[config.mk]
export PLATFORM = sky130hd
export DESIGN_NAME = sensor_cmd_decode_reset
export DESIGN_NICKNAME = d
export VERILOG_FILES = /design/src/design/sensor_cmd_pkg.sv /design/src/design/cfg_check.sv /design/src/design/sensor_cmd_decode_reset.sv
export VERILOG_INCLUDE_DIRS = /design/src /design/src/design
export SDC_FILE = /design/constraint.sdc
export NUM_CORES = 1
export LEC_CHECK = 0
export BUFFER_PORTS_ARGS = -buffer_cell sky130_fd_sc_hd__buf_2
export CORE_MARGIN = 2
export CORE_UTILIZATION = 50
export DETAILED_ROUTE_END_ITERATION = 8
export PLACE_DENSITY = 0.89
export SYNTH_ARGS = -nofsm -noshare
export SYNTH_HDL_FRONTEND = slang
export SYNTH_SLANG_ARGS = --single-unit
[constraint.sdc]
create_clock -name ref_clk -period 4.1 [get_ports ref_clk]
set_input_delay 0.82 -clock ref_clk [delete_from_list [all_inputs] [get_ports ref_clk]]
set_output_delay 0.82 -clock ref_clk [all_outputs]
set_load 0.01 [all_outputs]
[src/design/sensor_cmd_defs.svh]
// command codes, configuration encodings and field positions of the command decoder
`ifndef SENSOR_CMD_DEFS_SVH
`define SENSOR_CMD_DEFS_SVH

// -----------------------------------------------------------------------------
// command codes
// -----------------------------------------------------------------------------
`define CMD_THR_SET_LOW   16'hE102
`define CMD_THR_SET_HIGH  16'hE11F
`define CMD_THR_CLR_LOW   16'hE109
`define CMD_THR_CLR_HIGH  16'hE114
`define CMD_OFFSET        16'hA004
`define CMD_SOFT_RESET    16'h30A2
`define CMD_SN_HI         16'h3683
`define CMD_SN_MID        16'h3684
`define CMD_SN_LO         16'h3685
`define CMD_MFR_ID        16'h3781
`define CMD_BOOT_CFG      16'h61BB
`define CMD_TRIG_LP0_A    16'h2400
`define CMD_TRIG_LP0_B    16'h2C06
`define CMD_TRIG_LP1_A    16'h240B
`define CMD_TRIG_LP1_B    16'h2C0D
`define CMD_TRIG_LP2_A    16'h2416
`define CMD_TRIG_LP2_B    16'h2C10
`define CMD_TRIG_LP3      16'h24FF
// command families decoded by neighbouring blocks
`define FWD_MSBS          8'h20, 8'h21, 8'h22, 8'h23, 8'h27, 8'h30, 8'hE0, 8'hF3, 8'h61

// -----------------------------------------------------------------------------
// boot configuration byte
// -----------------------------------------------------------------------------
`define CFG_FACTORY       8'h00
`define CRC_FACTORY       8'h81
`define CFG_LP            5:4
`define CFG_RATE          3:0
`define CFG_HI_NIBBLE     7:4
`define CFG_LP_MAX        4'h3
`define CFG_RATE_MIN      4'h3
`define CFG_RATE_MAX      4'hB
// checksums for rate codes 3,5,7,9,B, first entry in the top byte
`define CFG_CRC_LP0       40'hB0D2_7416_09
`define CFG_CRC_LP1       40'hF391_3755_4A
`define CFG_CRC_LP2       40'h3654_F290_8F
`define CFG_CRC_LP3       40'h7517_B1D3_CC

// -----------------------------------------------------------------------------
// trigger levels, serial number slices, payload counts
// -----------------------------------------------------------------------------
`define LP0               2'h0
`define LP1               2'h1
`define LP2               2'h2
`define LP3               2'h3
`define SN_HI             47:32
`define SN_MID            31:16
`define SN_LO             15:0
`define PAY_CFG_BYTES     2'h2
`define PAY_OFS_BYTES     2'h3
`define THR_SET_LOW       0
`define THR_SET_HIGH      1
`define THR_CLR_LOW       2
`define THR_CLR_HIGH      3

`endif

[src/design/sensor_cmd_pkg.sv]
// types and shared helpers of the command decoder
`include "sensor_cmd_defs.svh"

package sensor_cmd_pkg;

    // -------------------------------------------------------------------------
    // decoder states
    // -------------------------------------------------------------------------
    typedef enum logic [3:0] {
        ST_IDLE = 4'b0001,
        ST_MSB  = 4'b0010,
        ST_DATA = 4'b0100,
        ST_WAIT = 4'b1000
    } dec_state_e;

    // -------------------------------------------------------------------------
    // complete register state of the decoder
    // -------------------------------------------------------------------------
    typedef struct packed {
        dec_state_e       st;
        logic [7:0]       msb;
        logic [15:0]      code;
        logic [1:0]       pay_cnt;
        logic [7:0]       pay0;
        logic [7:0]       pay1;
        logic [15:0]      offset;
        logic [7:0]       cfg;
        logic [3:0][15:0] thr;
        logic             boot;
        logic             pin_meta;
        logic             pin_sync;
        logic             rsp_valid;
        logic [15:0]      rsp_word;
        logic             ack;
        logic             nack;
        logic             trig_valid;
        logic [1:0]       trig_lp;
        logic             fwd_valid;
        logic [15:0]      fwd_code;
        logic             auto_en;
        logic [1:0]       lp_level;
        logic [3:0]       rate;
        logic             dev_reset;
        logic             hist_reset;
        logic             off_wr;
        logic             cfg_wr;
    } dec_regs_s;

    // legal configuration byte: factory value, or level 0..3 with a listed rate
    function automatic logic cfg_known(input logic [7:0] cfg);
        logic [3:0] r;
        r = cfg[`CFG_RATE];
        cfg_known = (cfg == `CFG_FACTORY) ||
                    ((cfg[`CFG_HI_NIBBLE] <= `CFG_LP_MAX) && r[0] &&
                     (r >= `CFG_RATE_MIN) && (r <= `CFG_RATE_MAX));
    endfunction

endpackage

[src/design/cfg_check.sv]
// checks a boot configuration byte against its checksum byte
`timescale 1ns/1ps
`include "sensor_cmd_defs.svh"

module cfg_check (
    // byte pair as received
    input  wire logic [7:0] cfg,
    input  wire logic [7:0] crc,
    // verdict
    output logic            pair_ok
);

    // -------------------------------------------------------------------------
    // checksum lookup
    // -------------------------------------------------------------------------
    logic [39:0] row;
    logic [2:0]  slot;
    logic [7:0]  exp_crc;

    // table row per power level, slot per rate code
    always_comb begin
        slot = 3'(cfg[`CFG_RATE] >> 1) - 3'h1;
        case (cfg[`CFG_LP])
            `LP0:    row = `CFG_CRC_LP0;
            `LP1:    row = `CFG_CRC_LP1;
            `LP2:    row = `CFG_CRC_LP2;
            default: row = `CFG_CRC_LP3;
        endcase
        exp_crc = 8'(row >> (6'(3'h4 - slot) * 6'h08));
        if (cfg == `CFG_FACTORY) begin
            exp_crc = `CRC_FACTORY;
        end
        // an unlisted byte fails even if its checksum happens to match
        pair_ok = sensor_cmd_pkg::cfg_known(cfg) && (crc == exp_crc);
    end

endmodule

[src/design/sensor_cmd_decode_reset.sv]
// two-byte command decoder with soft, general-call and pin reset handling
//
// Summary of operation
// - commands arrive as two bytes, high byte first, decoded together as one code
// - E1 02/1F/09/14 return set-low, set-high, clear-low, clear-high thresholds
// - A0 04 with three payload bytes programs offsets, without payload reads them
// - 36 83/84/85 return serial number bytes 5-4, 3-2 and 1-0
// - 37 81 returns a fixed manufacturer word
// - trigger codes 2400/2C06, 240B/2C0D, 2416/2C10 act identically
// - 61 BB takes configuration and checksum; applied at every power-on and reset
// - configuration nibbles choose power level 0-3 and rate code 3,5,7,9,B
// - configuration 00 with checksum 81 restores sleep after reset
// - 30 A2 forces the default state without a supply interruption
// - soft reset acts exactly like power cycle or reset pin
// - soft reset clears status, reloads calibration and offsets, resets thresholds
// - general-call reset acts exactly as the soft reset command
// - after reset: sleep, or automatic measurement when an override is stored
// - every reset returns the min/max history to defaults
`timescale 1ns/1ps
`include "sensor_cmd_defs.svh"

module sensor_cmd_decode_reset #(
    parameter logic [15:0] MFR_ID       = 16'h5A5A, // arbitrary identification value
    parameter logic [15:0] THR_SET_LOW  = 16'h0000,
    parameter logic [15:0] THR_SET_HIGH = 16'hFFFF,
    parameter logic [15:0] THR_CLR_LOW  = 16'h0000,
    parameter logic [15:0] THR_CLR_HIGH = 16'hFFFF
) (
    // clock and power-on reset
    input  wire logic        ref_clk,
    input  wire logic        sys_rst,
    // external reset pin, asynchronous
    input  wire logic        reset_pin_n,
    // bytes from the bus target front end
    input  wire logic        wr_valid,
    input  wire logic        wr_first,
    input  wire logic [7:0]  wr_byte,
    input  wire logic        wr_stop,
    input  wire logic        gcall_reset,
    // non-volatile and fused contents
    input  wire logic [47:0] serial_number,
    input  wire logic [15:0] offset_nvm,
    input  wire logic [7:0]  cfg_nvm,
    // command answers
    output logic             ack,
    output logic             nack,
    output logic             rsp_valid,
    output logic [15:0]      rsp_word,
    output logic             trig_valid,
    output logic [1:0]       trig_lp,
    output logic             fwd_valid,
    output logic [15:0]      fwd_code,
    // measurement state after reset
    output logic             auto_en,
    output logic [1:0]       lp_level,
    output logic [3:0]       rate,
    // reset side effects and storage writes
    output logic             dev_reset,
    output logic             hist_reset,
    output logic             off_wr,
    output logic [15:0]      off_data,
    output logic             cfg_wr,
    output logic [7:0]       cfg_data
);

    // -------------------------------------------------------------------------
    // state
    // -------------------------------------------------------------------------
    sensor_cmd_pkg::dec_regs_s q;
    sensor_cmd_pkg::dec_regs_s d;
    logic                      pair_ok;
    logic                      cmd_take;
    logic [15:0]               code_now;
    logic                      rst_any;
    logic                      soft_req;

    cfg_check u_cfg_check (
        .cfg     (q.pay0),
        .crc     (q.pay1),
        .pair_ok (pair_ok)
    );

    // second command byte completes the code
    assign cmd_take = wr_valid && !wr_first && (q.st == sensor_cmd_pkg::ST_MSB);
    assign code_now = {q.msb, wr_byte};
    // pin level is read only after both synchroniser stages
    assign rst_any  = q.boot || !q.pin_sync || gcall_reset;

    // -------------------------------------------------------------------------
    // next-state logic
    // -------------------------------------------------------------------------
    // one-cycle strobes fall back to zero unless set below
    always_comb begin
        d            = q;
        soft_req     = 1'b0;
        d.ack        = 1'b0;
        d.nack       = 1'b0;
        d.trig_valid = 1'b0;
        d.fwd_valid  = 1'b0;
        d.dev_reset  = 1'b0;
        d.hist_reset = 1'b0;
        d.off_wr     = 1'b0;
        d.cfg_wr     = 1'b0;
        d.pin_meta   = reset_pin_n;
        d.pin_sync   = q.pin_meta;
        if (wr_valid && wr_first) begin
            d.msb       = wr_byte;
            d.st        = sensor_cmd_pkg::ST_MSB;
            d.rsp_valid = 1'b0;
            d.pay_cnt   = 2'h0;
        end else if (wr_valid) begin
            case (q.st)
                sensor_cmd_pkg::ST_MSB: begin
                    d.code     = code_now;
                    d.st       = sensor_cmd_pkg::ST_WAIT;
                    d.ack      = 1'b1;
                    d.rsp_word = 16'h0000;
                    case (code_now)
                        `CMD_THR_SET_LOW:  d.rsp_word = q.thr[`THR_SET_LOW];
                        `CMD_THR_SET_HIGH: d.rsp_word = q.thr[`THR_SET_HIGH];
                        `CMD_THR_CLR_LOW:  d.rsp_word = q.thr[`THR_CLR_LOW];
                        `CMD_THR_CLR_HIGH: d.rsp_word = q.thr[`THR_CLR_HIGH];
                        `CMD_SN_HI:        d.rsp_word = serial_number[`SN_HI];
                        `CMD_SN_MID:       d.rsp_word = serial_number[`SN_MID];
                        `CMD_SN_LO:        d.rsp_word = serial_number[`SN_LO];
                        `CMD_MFR_ID:       d.rsp_word = MFR_ID;
                        default:           d.rsp_word = 16'h0000;
                    endcase
                    case (code_now)
                        `CMD_THR_SET_LOW, `CMD_THR_SET_HIGH, `CMD_THR_CLR_LOW,
                        `CMD_THR_CLR_HIGH, `CMD_SN_HI, `CMD_SN_MID, `CMD_SN_LO,
                        `CMD_MFR_ID: begin
                            d.rsp_valid = 1'b1;
                        end
                        `CMD_OFFSET, `CMD_BOOT_CFG: begin
                            d.st = sensor_cmd_pkg::ST_DATA;
                        end
                        `CMD_SOFT_RESET: begin
                            soft_req = 1'b1;
                        end
                        // paired codes share one level, so either one triggers alike
                        `CMD_TRIG_LP0_A, `CMD_TRIG_LP0_B: begin
                            d.trig_valid = 1'b1;
                            d.trig_lp    = `LP0;
                        end
                        `CMD_TRIG_LP1_A, `CMD_TRIG_LP1_B: begin
                            d.trig_valid = 1'b1;
                            d.trig_lp    = `LP1;
                        end
                        `CMD_TRIG_LP2_A, `CMD_TRIG_LP2_B: begin
                            d.trig_valid = 1'b1;
                            d.trig_lp    = `LP2;
                        end
                        `CMD_TRIG_LP3: begin
                            d.trig_valid = 1'b1;
                            d.trig_lp    = `LP3;
                        end
                        default: begin
                            case (q.msb)
                                `FWD_MSBS: begin
                                    d.fwd_valid = 1'b1;
                                    d.fwd_code  = code_now;
                                end
                                default: begin
                                    d.ack  = 1'b0;
                                    d.nack = 1'b1;
                                    d.code = q.code;
                                    d.st   = sensor_cmd_pkg::ST_IDLE;
                                end
                            endcase
                        end
                    endcase
                end
                sensor_cmd_pkg::ST_DATA: begin
                    if (q.pay_cnt == 2'h0) begin
                        d.pay0 = wr_byte;
                    end
                    if (q.pay_cnt == 2'h1) begin
                        d.pay1 = wr_byte;
                    end
                    // the trailing offset checksum byte is counted, not kept
                    if (q.pay_cnt == `PAY_OFS_BYTES) begin
                        d.nack = 1'b1;
                    end else begin
                        d.ack     = 1'b1;
                        d.pay_cnt = 2'(q.pay_cnt + 2'h1);
                    end
                end
                default: begin
                    d.nack = 1'b1;
                end
            endcase
        end
        // payload is judged when the write transaction ends
        if (wr_stop && (q.st == sensor_cmd_pkg::ST_DATA)) begin
            d.st = sensor_cmd_pkg::ST_IDLE;
            if (q.code == `CMD_BOOT_CFG) begin
                if (q.pay_cnt == `PAY_CFG_BYTES && pair_ok) begin
                    d.cfg    = q.pay0;
                    d.cfg_wr = 1'b1;
                end else begin
                    d.nack = 1'b1;
                end
            end else if (q.pay_cnt == 2'h0) begin
                d.rsp_valid = 1'b1;
                d.rsp_word  = q.offset;
            end else if (q.pay_cnt == `PAY_OFS_BYTES) begin
                d.offset = {q.pay0, q.pay1};
                d.off_wr = 1'b1;
            end else begin
                d.nack = 1'b1;
            end
        end
        // every reset source runs the same sequence
        if (rst_any || soft_req) begin
            d.thr        = {THR_CLR_HIGH, THR_CLR_LOW, THR_SET_HIGH, THR_SET_LOW};
            d.offset     = offset_nvm;
            d.cfg        = cfg_nvm;
            d.auto_en    = sensor_cmd_pkg::cfg_known(cfg_nvm) &&
                           (cfg_nvm != `CFG_FACTORY);
            d.lp_level   = d.auto_en ? cfg_nvm[`CFG_LP] : `LP0;
            d.rate       = d.auto_en ? cfg_nvm[`CFG_RATE] : 4'h0;
            d.dev_reset  = 1'b1;
            d.hist_reset = 1'b1;
            d.rsp_valid  = 1'b0;
            d.st         = sensor_cmd_pkg::ST_IDLE;
            d.boot       = 1'b0;
        end
    end

    // state register; boot flag makes the first clock load stored contents
    always_ff @(posedge ref_clk or posedge sys_rst) begin
        if (sys_rst) begin
            q          <= '0;
            q.st       <= sensor_cmd_pkg::ST_IDLE;
            q.boot     <= 1'b1;
            q.pin_meta <= 1'b1;
            q.pin_sync <= 1'b1;
        end else begin
            q <= d;
        end
    end

    // -------------------------------------------------------------------------
    // outputs
    // -------------------------------------------------------------------------
    assign ack        = q.ack;
    assign nack       = q.nack;
    assign rsp_valid  = q.rsp_valid;
    assign rsp_word   = q.rsp_word;
    assign trig_valid = q.trig_valid;
    assign trig_lp    = q.trig_lp;
    assign fwd_valid  = q.fwd_valid;
    assign fwd_code   = q.fwd_code;
    assign auto_en    = q.auto_en;
    assign lp_level   = q.lp_level;
    assign rate       = q.rate;
    assign dev_reset  = q.dev_reset;
    assign hist_reset = q.hist_reset;
    assign off_wr     = q.off_wr;
    assign off_data   = q.offset;
    assign cfg_wr     = q.cfg_wr;
    assign cfg_data   = q.cfg;
endmodule

==> impl_metrics.xml <==
<?xml version="1.0" encoding="UTF-8"?>
<metrics>
  <group name="status">
    <metric name="status" unit="">finished clean</metric>
  </group>
  <group name="floorplan">
    <metric name="placementRows" unit="">43</metric>
    <metric name="die_width" unit="µm">123</metric>
    <metric name="fp.coreArea" unit="µm²">13800</metric>
    <metric name="initial_utilization" unit="">0.510</metric>
    <metric name="io_pins" unit="">161</metric>
    <metric name="die-area" unit="µm²">15100</metric>
    <metric name="dieHeight" unit="µm">123</metric>
  </group>
  <group name="clock_tree">
    <metric name="clock_sinks" unit="">123</metric>
    <metric name="max-clock-path-buffers" unit="">2</metric>
    <metric name="tritoncts" unit="">yes</metric>
    <metric name="post_cts.repair.setup_buffers" unit="">0</metric>
    <metric name="cts-resized-gates" unit="">0</metric>
    <metric name="cts_htree_levels" unit="">4</metric>
    <metric name="cts_hold_buffers" unit="">0</metric>
    <metric name="numCtsBuffers" unit="">17</metric>
    <metric name="insertion_delay" unit="ps">410</metric>
    <metric name="clk_pin_slew_worst_paths" unit="ps">50</metric>
    <metric name="clockRootBuffer" unit="">clkbuf_16</metric>
  </group>
  <group name="timing">
    <metric name="final_worst_clock_skew" unit="ps">9.43</metric>
    <metric name="finalSetupViolCount" unit="">0</metric>
    <metric name="final_max_slew_violation_count" unit="">0</metric>
    <metric name="hold_violations" unit="">0</metric>
    <metric name="grt_setup_unrepaired" unit="">false</metric>
    <metric name="max-slew-margin-rel" unit="">0.259</metric>
    <metric name="final_min_period_over_clock_period" unit="">0.800</metric>
    <metric name="achievable-frequency" unit="GHz">0.305</metric>
    <metric name="min_period" unit="ps">3280</metric>
    <metric name="tightest_slew" unit="ps">1110</metric>
    <metric name="post_route_setup_tns" unit="ps">0</metric>
  </group>
  <group name="cells_and_area">
    <metric name="multi_input_area" unit="µm²">3150</metric>
    <metric name="fill_cells" unit="">1146</metric>
    <metric name="n_antenna_cell" unit="">0</metric>
    <metric name="layout-drive-gt1-share" unit="">0.328</metric>
    <metric name="most_frequent_cells_in_the_layout" unit="">buf_2, dfrtp_1, nand2_1</metric>
    <metric name="final_cell_count_no_fill" unit="">987</metric>
    <metric name="layout.area.seq" unit="µm²">3080</metric>
    <metric name="flow.area_growth_from_synthesis" unit="%">13.0</metric>
    <metric name="num-nets-final" unit="">892</metric>
    <metric name="finalCoreUtilization" unit="">0.576</metric>
    <metric name="layout_commonest_cell" unit="">buf_2</metric>
  </group>
  <group name="power_and_ir_drop">
    <metric name="total_leakage_power" unit="nW">3.87</metric>
    <metric name="p_switching" unit="mW">0.713</metric>
    <metric name="power_density" unit="nW/µm²">367</metric>
    <metric name="power_report.internal_total" unit="mW">2.21</metric>
    <metric name="power_frac_seq" unit="">0.448</metric>
    <metric name="irDropWorstVdd" unit="µV">248</metric>
    <metric name="power.share.switching" unit="">0.244</metric>
    <metric name="power.clock.fraction" unit="">0.474</metric>
    <metric name="combPwrFrac" unit="">0.078</metric>
  </group>
  <group name="setup_path">
    <metric name="arrival_time_of_the_worst_setup_path" unit="ps">3570</metric>
    <metric name="worst_path_required" unit="ps">4390</metric>
    <metric name="startpoint_class" unit="">input port</metric>
    <metric name="worst_setup_path_startpoint" unit="">wr_byte[6]</metric>
    <metric name="timing_worst_setup_path_type" unit="">in -&gt; reg</metric>
    <metric name="max_stage_delay_cell_worst_path" unit="">or4b_4</metric>
    <metric name="r2r-start" unit="">q[151]</metric>
    <metric name="crit_path_max_fanout" unit="">10</metric>
    <metric name="r2r_slack" unit="ps">900</metric>
    <metric name="timing.critical_path.cells" unit="">buf_2 &gt; or4b_4 &gt; or4_4 &gt; o22a_1 &gt; nand4_1 &gt; or3_4 &gt; or4_1 &gt; buf_4 &gt; mux2_4</metric>
    <metric name="cp-end-kind" unit="">register</metric>
    <metric name="worstRegToRegCells" unit="">9</metric>
    <metric name="cp_slowest_stage_delay" unit="ps">570</metric>
  </group>
  <group name="placement">
    <metric name="place.detailed.hpwl" unit="µm">13200</metric>
    <metric name="io_buffer_count" unit="">160</metric>
    <metric name="place_congestion" unit="">0.962</metric>
    <metric name="place.detailed.instances" unit="">955</metric>
  </group>
  <group name="route">
    <metric name="drt_pre_antenna_iters" unit="">6</metric>
    <metric name="drc_errors" unit="">0</metric>
    <metric name="vias" unit="">5715</metric>
    <metric name="ant_nets" unit="">0</metric>
    <metric name="number_of_vias_per_cell_after_detailed_routing" unit="">5.79</metric>
    <metric name="totalWireLength" unit="µm">18300</metric>
    <metric name="routedWlPerCell" unit="µm">18.5</metric>
    <metric name="detailedRoute.firstIterationViolations" unit="">532</metric>
  </group>
  <group name="yosys">
    <metric name="synth-seq-area-share" unit="">0.437</metric>
    <metric name="synth_cell_type_count" unit="">68</metric>
    <metric name="syn-cell-area" unit="µm²">7050</metric>
    <metric name="main_synth_ff_type" unit="">dfrtp_1</metric>
    <metric name="post_synth.cell_area_avg" unit="µm²">9.79</metric>
    <metric name="share_of_flip_flops_with_an_asynchronous_set_or_reset_after_synthesis" unit="">1.00</metric>
    <metric name="yosysWarningCount" unit="">0</metric>
    <metric name="ys_seq_elements" unit="">123</metric>
    <metric name="postSynthCellCount" unit="">720</metric>
    <metric name="synth.net_count" unit="">818</metric>
    <metric name="synth-edff-count" unit="">0</metric>
  </group>
  <group name="global_route">
    <metric name="grtUsageTotal" unit="">0.247</metric>
    <metric name="grt_pass1_wl" unit="µm">28100</metric>
    <metric name="vias_in_the_first_global_route" unit="">5394</metric>
    <metric name="global_route.overflow_total" unit="">0</metric>
    <metric name="maximum_number_of_pins_on_one_net_before_global_route_repair" unit="">80</metric>
    <metric name="antenna_found_initial" unit="">0</metric>
  </group>
  <group name="min_path">
    <metric name="hold_path_startpoint" unit="">d[50]</metric>
    <metric name="timing.hold.worst_path_depth" unit="">0</metric>
    <metric name="worst_hold_check_path_type" unit="">reg -&gt; reg</metric>
  </group>
  <group name="run">
    <metric name="maxCapViolations" unit="">0</metric>
  </group>
</metrics>
-- flip-flops by register name, indices dropped and copies added, names as in the netlist --
name	flops
q	41
fwd_code	16
off_data	16
rsp_word	16
cfg_data	8
code_now	8
rate	4
lp_level	2
trig_lp	2
ack	1
auto_en	1
cfg_wr	1
d	1
dev_reset	1
fwd_valid	1
nack	1
off_wr	1
rsp_valid	1
trig_valid	1
-- synthesized netlist by cell type (13+ instances only) --
cell type	number	area (µm²)
nand2_1	88	330
clkbuf_1	31	116
inv_1	17	63.8
buf_4	69	518
a22oi_1	13	97.6
mux2_2	34	383
a21oi_1	17	85.1
nand3_1	17	85.1
mux2_4	14	210
nor2_1	50	188
o21ai_0	30	150
mux2i_1	16	160
dfrtp_1	119	2980
nand4_1	19	119
-- power groups by stage --
stage          clock network (mW)  logic (mW)  registers, mW
2_1_floorplan                   0       0.178           1.29
3_3_place_gp                    0       0.222           1.33
3_5_place_dp                    0       0.227           1.33
4_1_cts                      1.41       0.229           1.31
5_1_grt                      1.47       0.255           1.31
6_report                     1.38       0.229           1.31
-- metrics by stage --
step	hold slack (ps)	area, µm²	power [mW]	setup slack, ps
floorplan	345	7050	1.47	15.7
global placement	346	7410	1.55	464
detailed placement	349	7410	1.55	406
CTS	358	7970	2.94	831
global route	369	7970	3.04	533
finish	356	7970	2.92	819
-- logic make-up after synthesis --
kind of cell,after synthesis,share of synthesized area
buffers and inverters,132,0.116
adder cells (fa/ha/maj),11,0.0195
flip-flops,123,0.437
AND/OR/NAND/NOR,253,0.187
multiplexers,65,0.108
AO/OA/AOI/OAI,125,0.119
other,1,0.000532
XOR/XNOR,10,0.0124
-- final timing paths --
check | to
worst max-delay path | fwd_code[3]
worst max register to register | cfg_data[7]
min in group asynchronous | rsp_word[10]
worst min-delay path | q[50]
worst min register to register | q[50]
max in group asynchronous | q[52]
-- layer usage --
layer | track usage | wire length, µm | vias up
met5 | 0 | 0 | -
met4 | 0.0927 | 571 | 0
met3 | 0.0632 | 1380 | 46
met2 | 0.415 | 8870 | 284
met1 | 0.304 | 7480 | 2748
li1 | - | - | 2637
-- area by class of cell --
class | count | area share
timing repair buffer | 169 | 0.111
inverter | 18 | 0.00879
clock inverter | 11 | 0.0121
clock buffer | 21 | 0.0578
tap | 180 | 0.0283
sequential | 123 | 0.387
multi-input combinational | 465 | 0.396
-- critical path, delay by kind of cell --
kind	cells	cell delay (ps)
AND/OR/NAND/NOR	5	1770
buffers and inverters	2	470
multiplexers	1	320
AO/OA/AOI/OAI	1	190
Note: power is estimated with default switching activity, not from simulation.
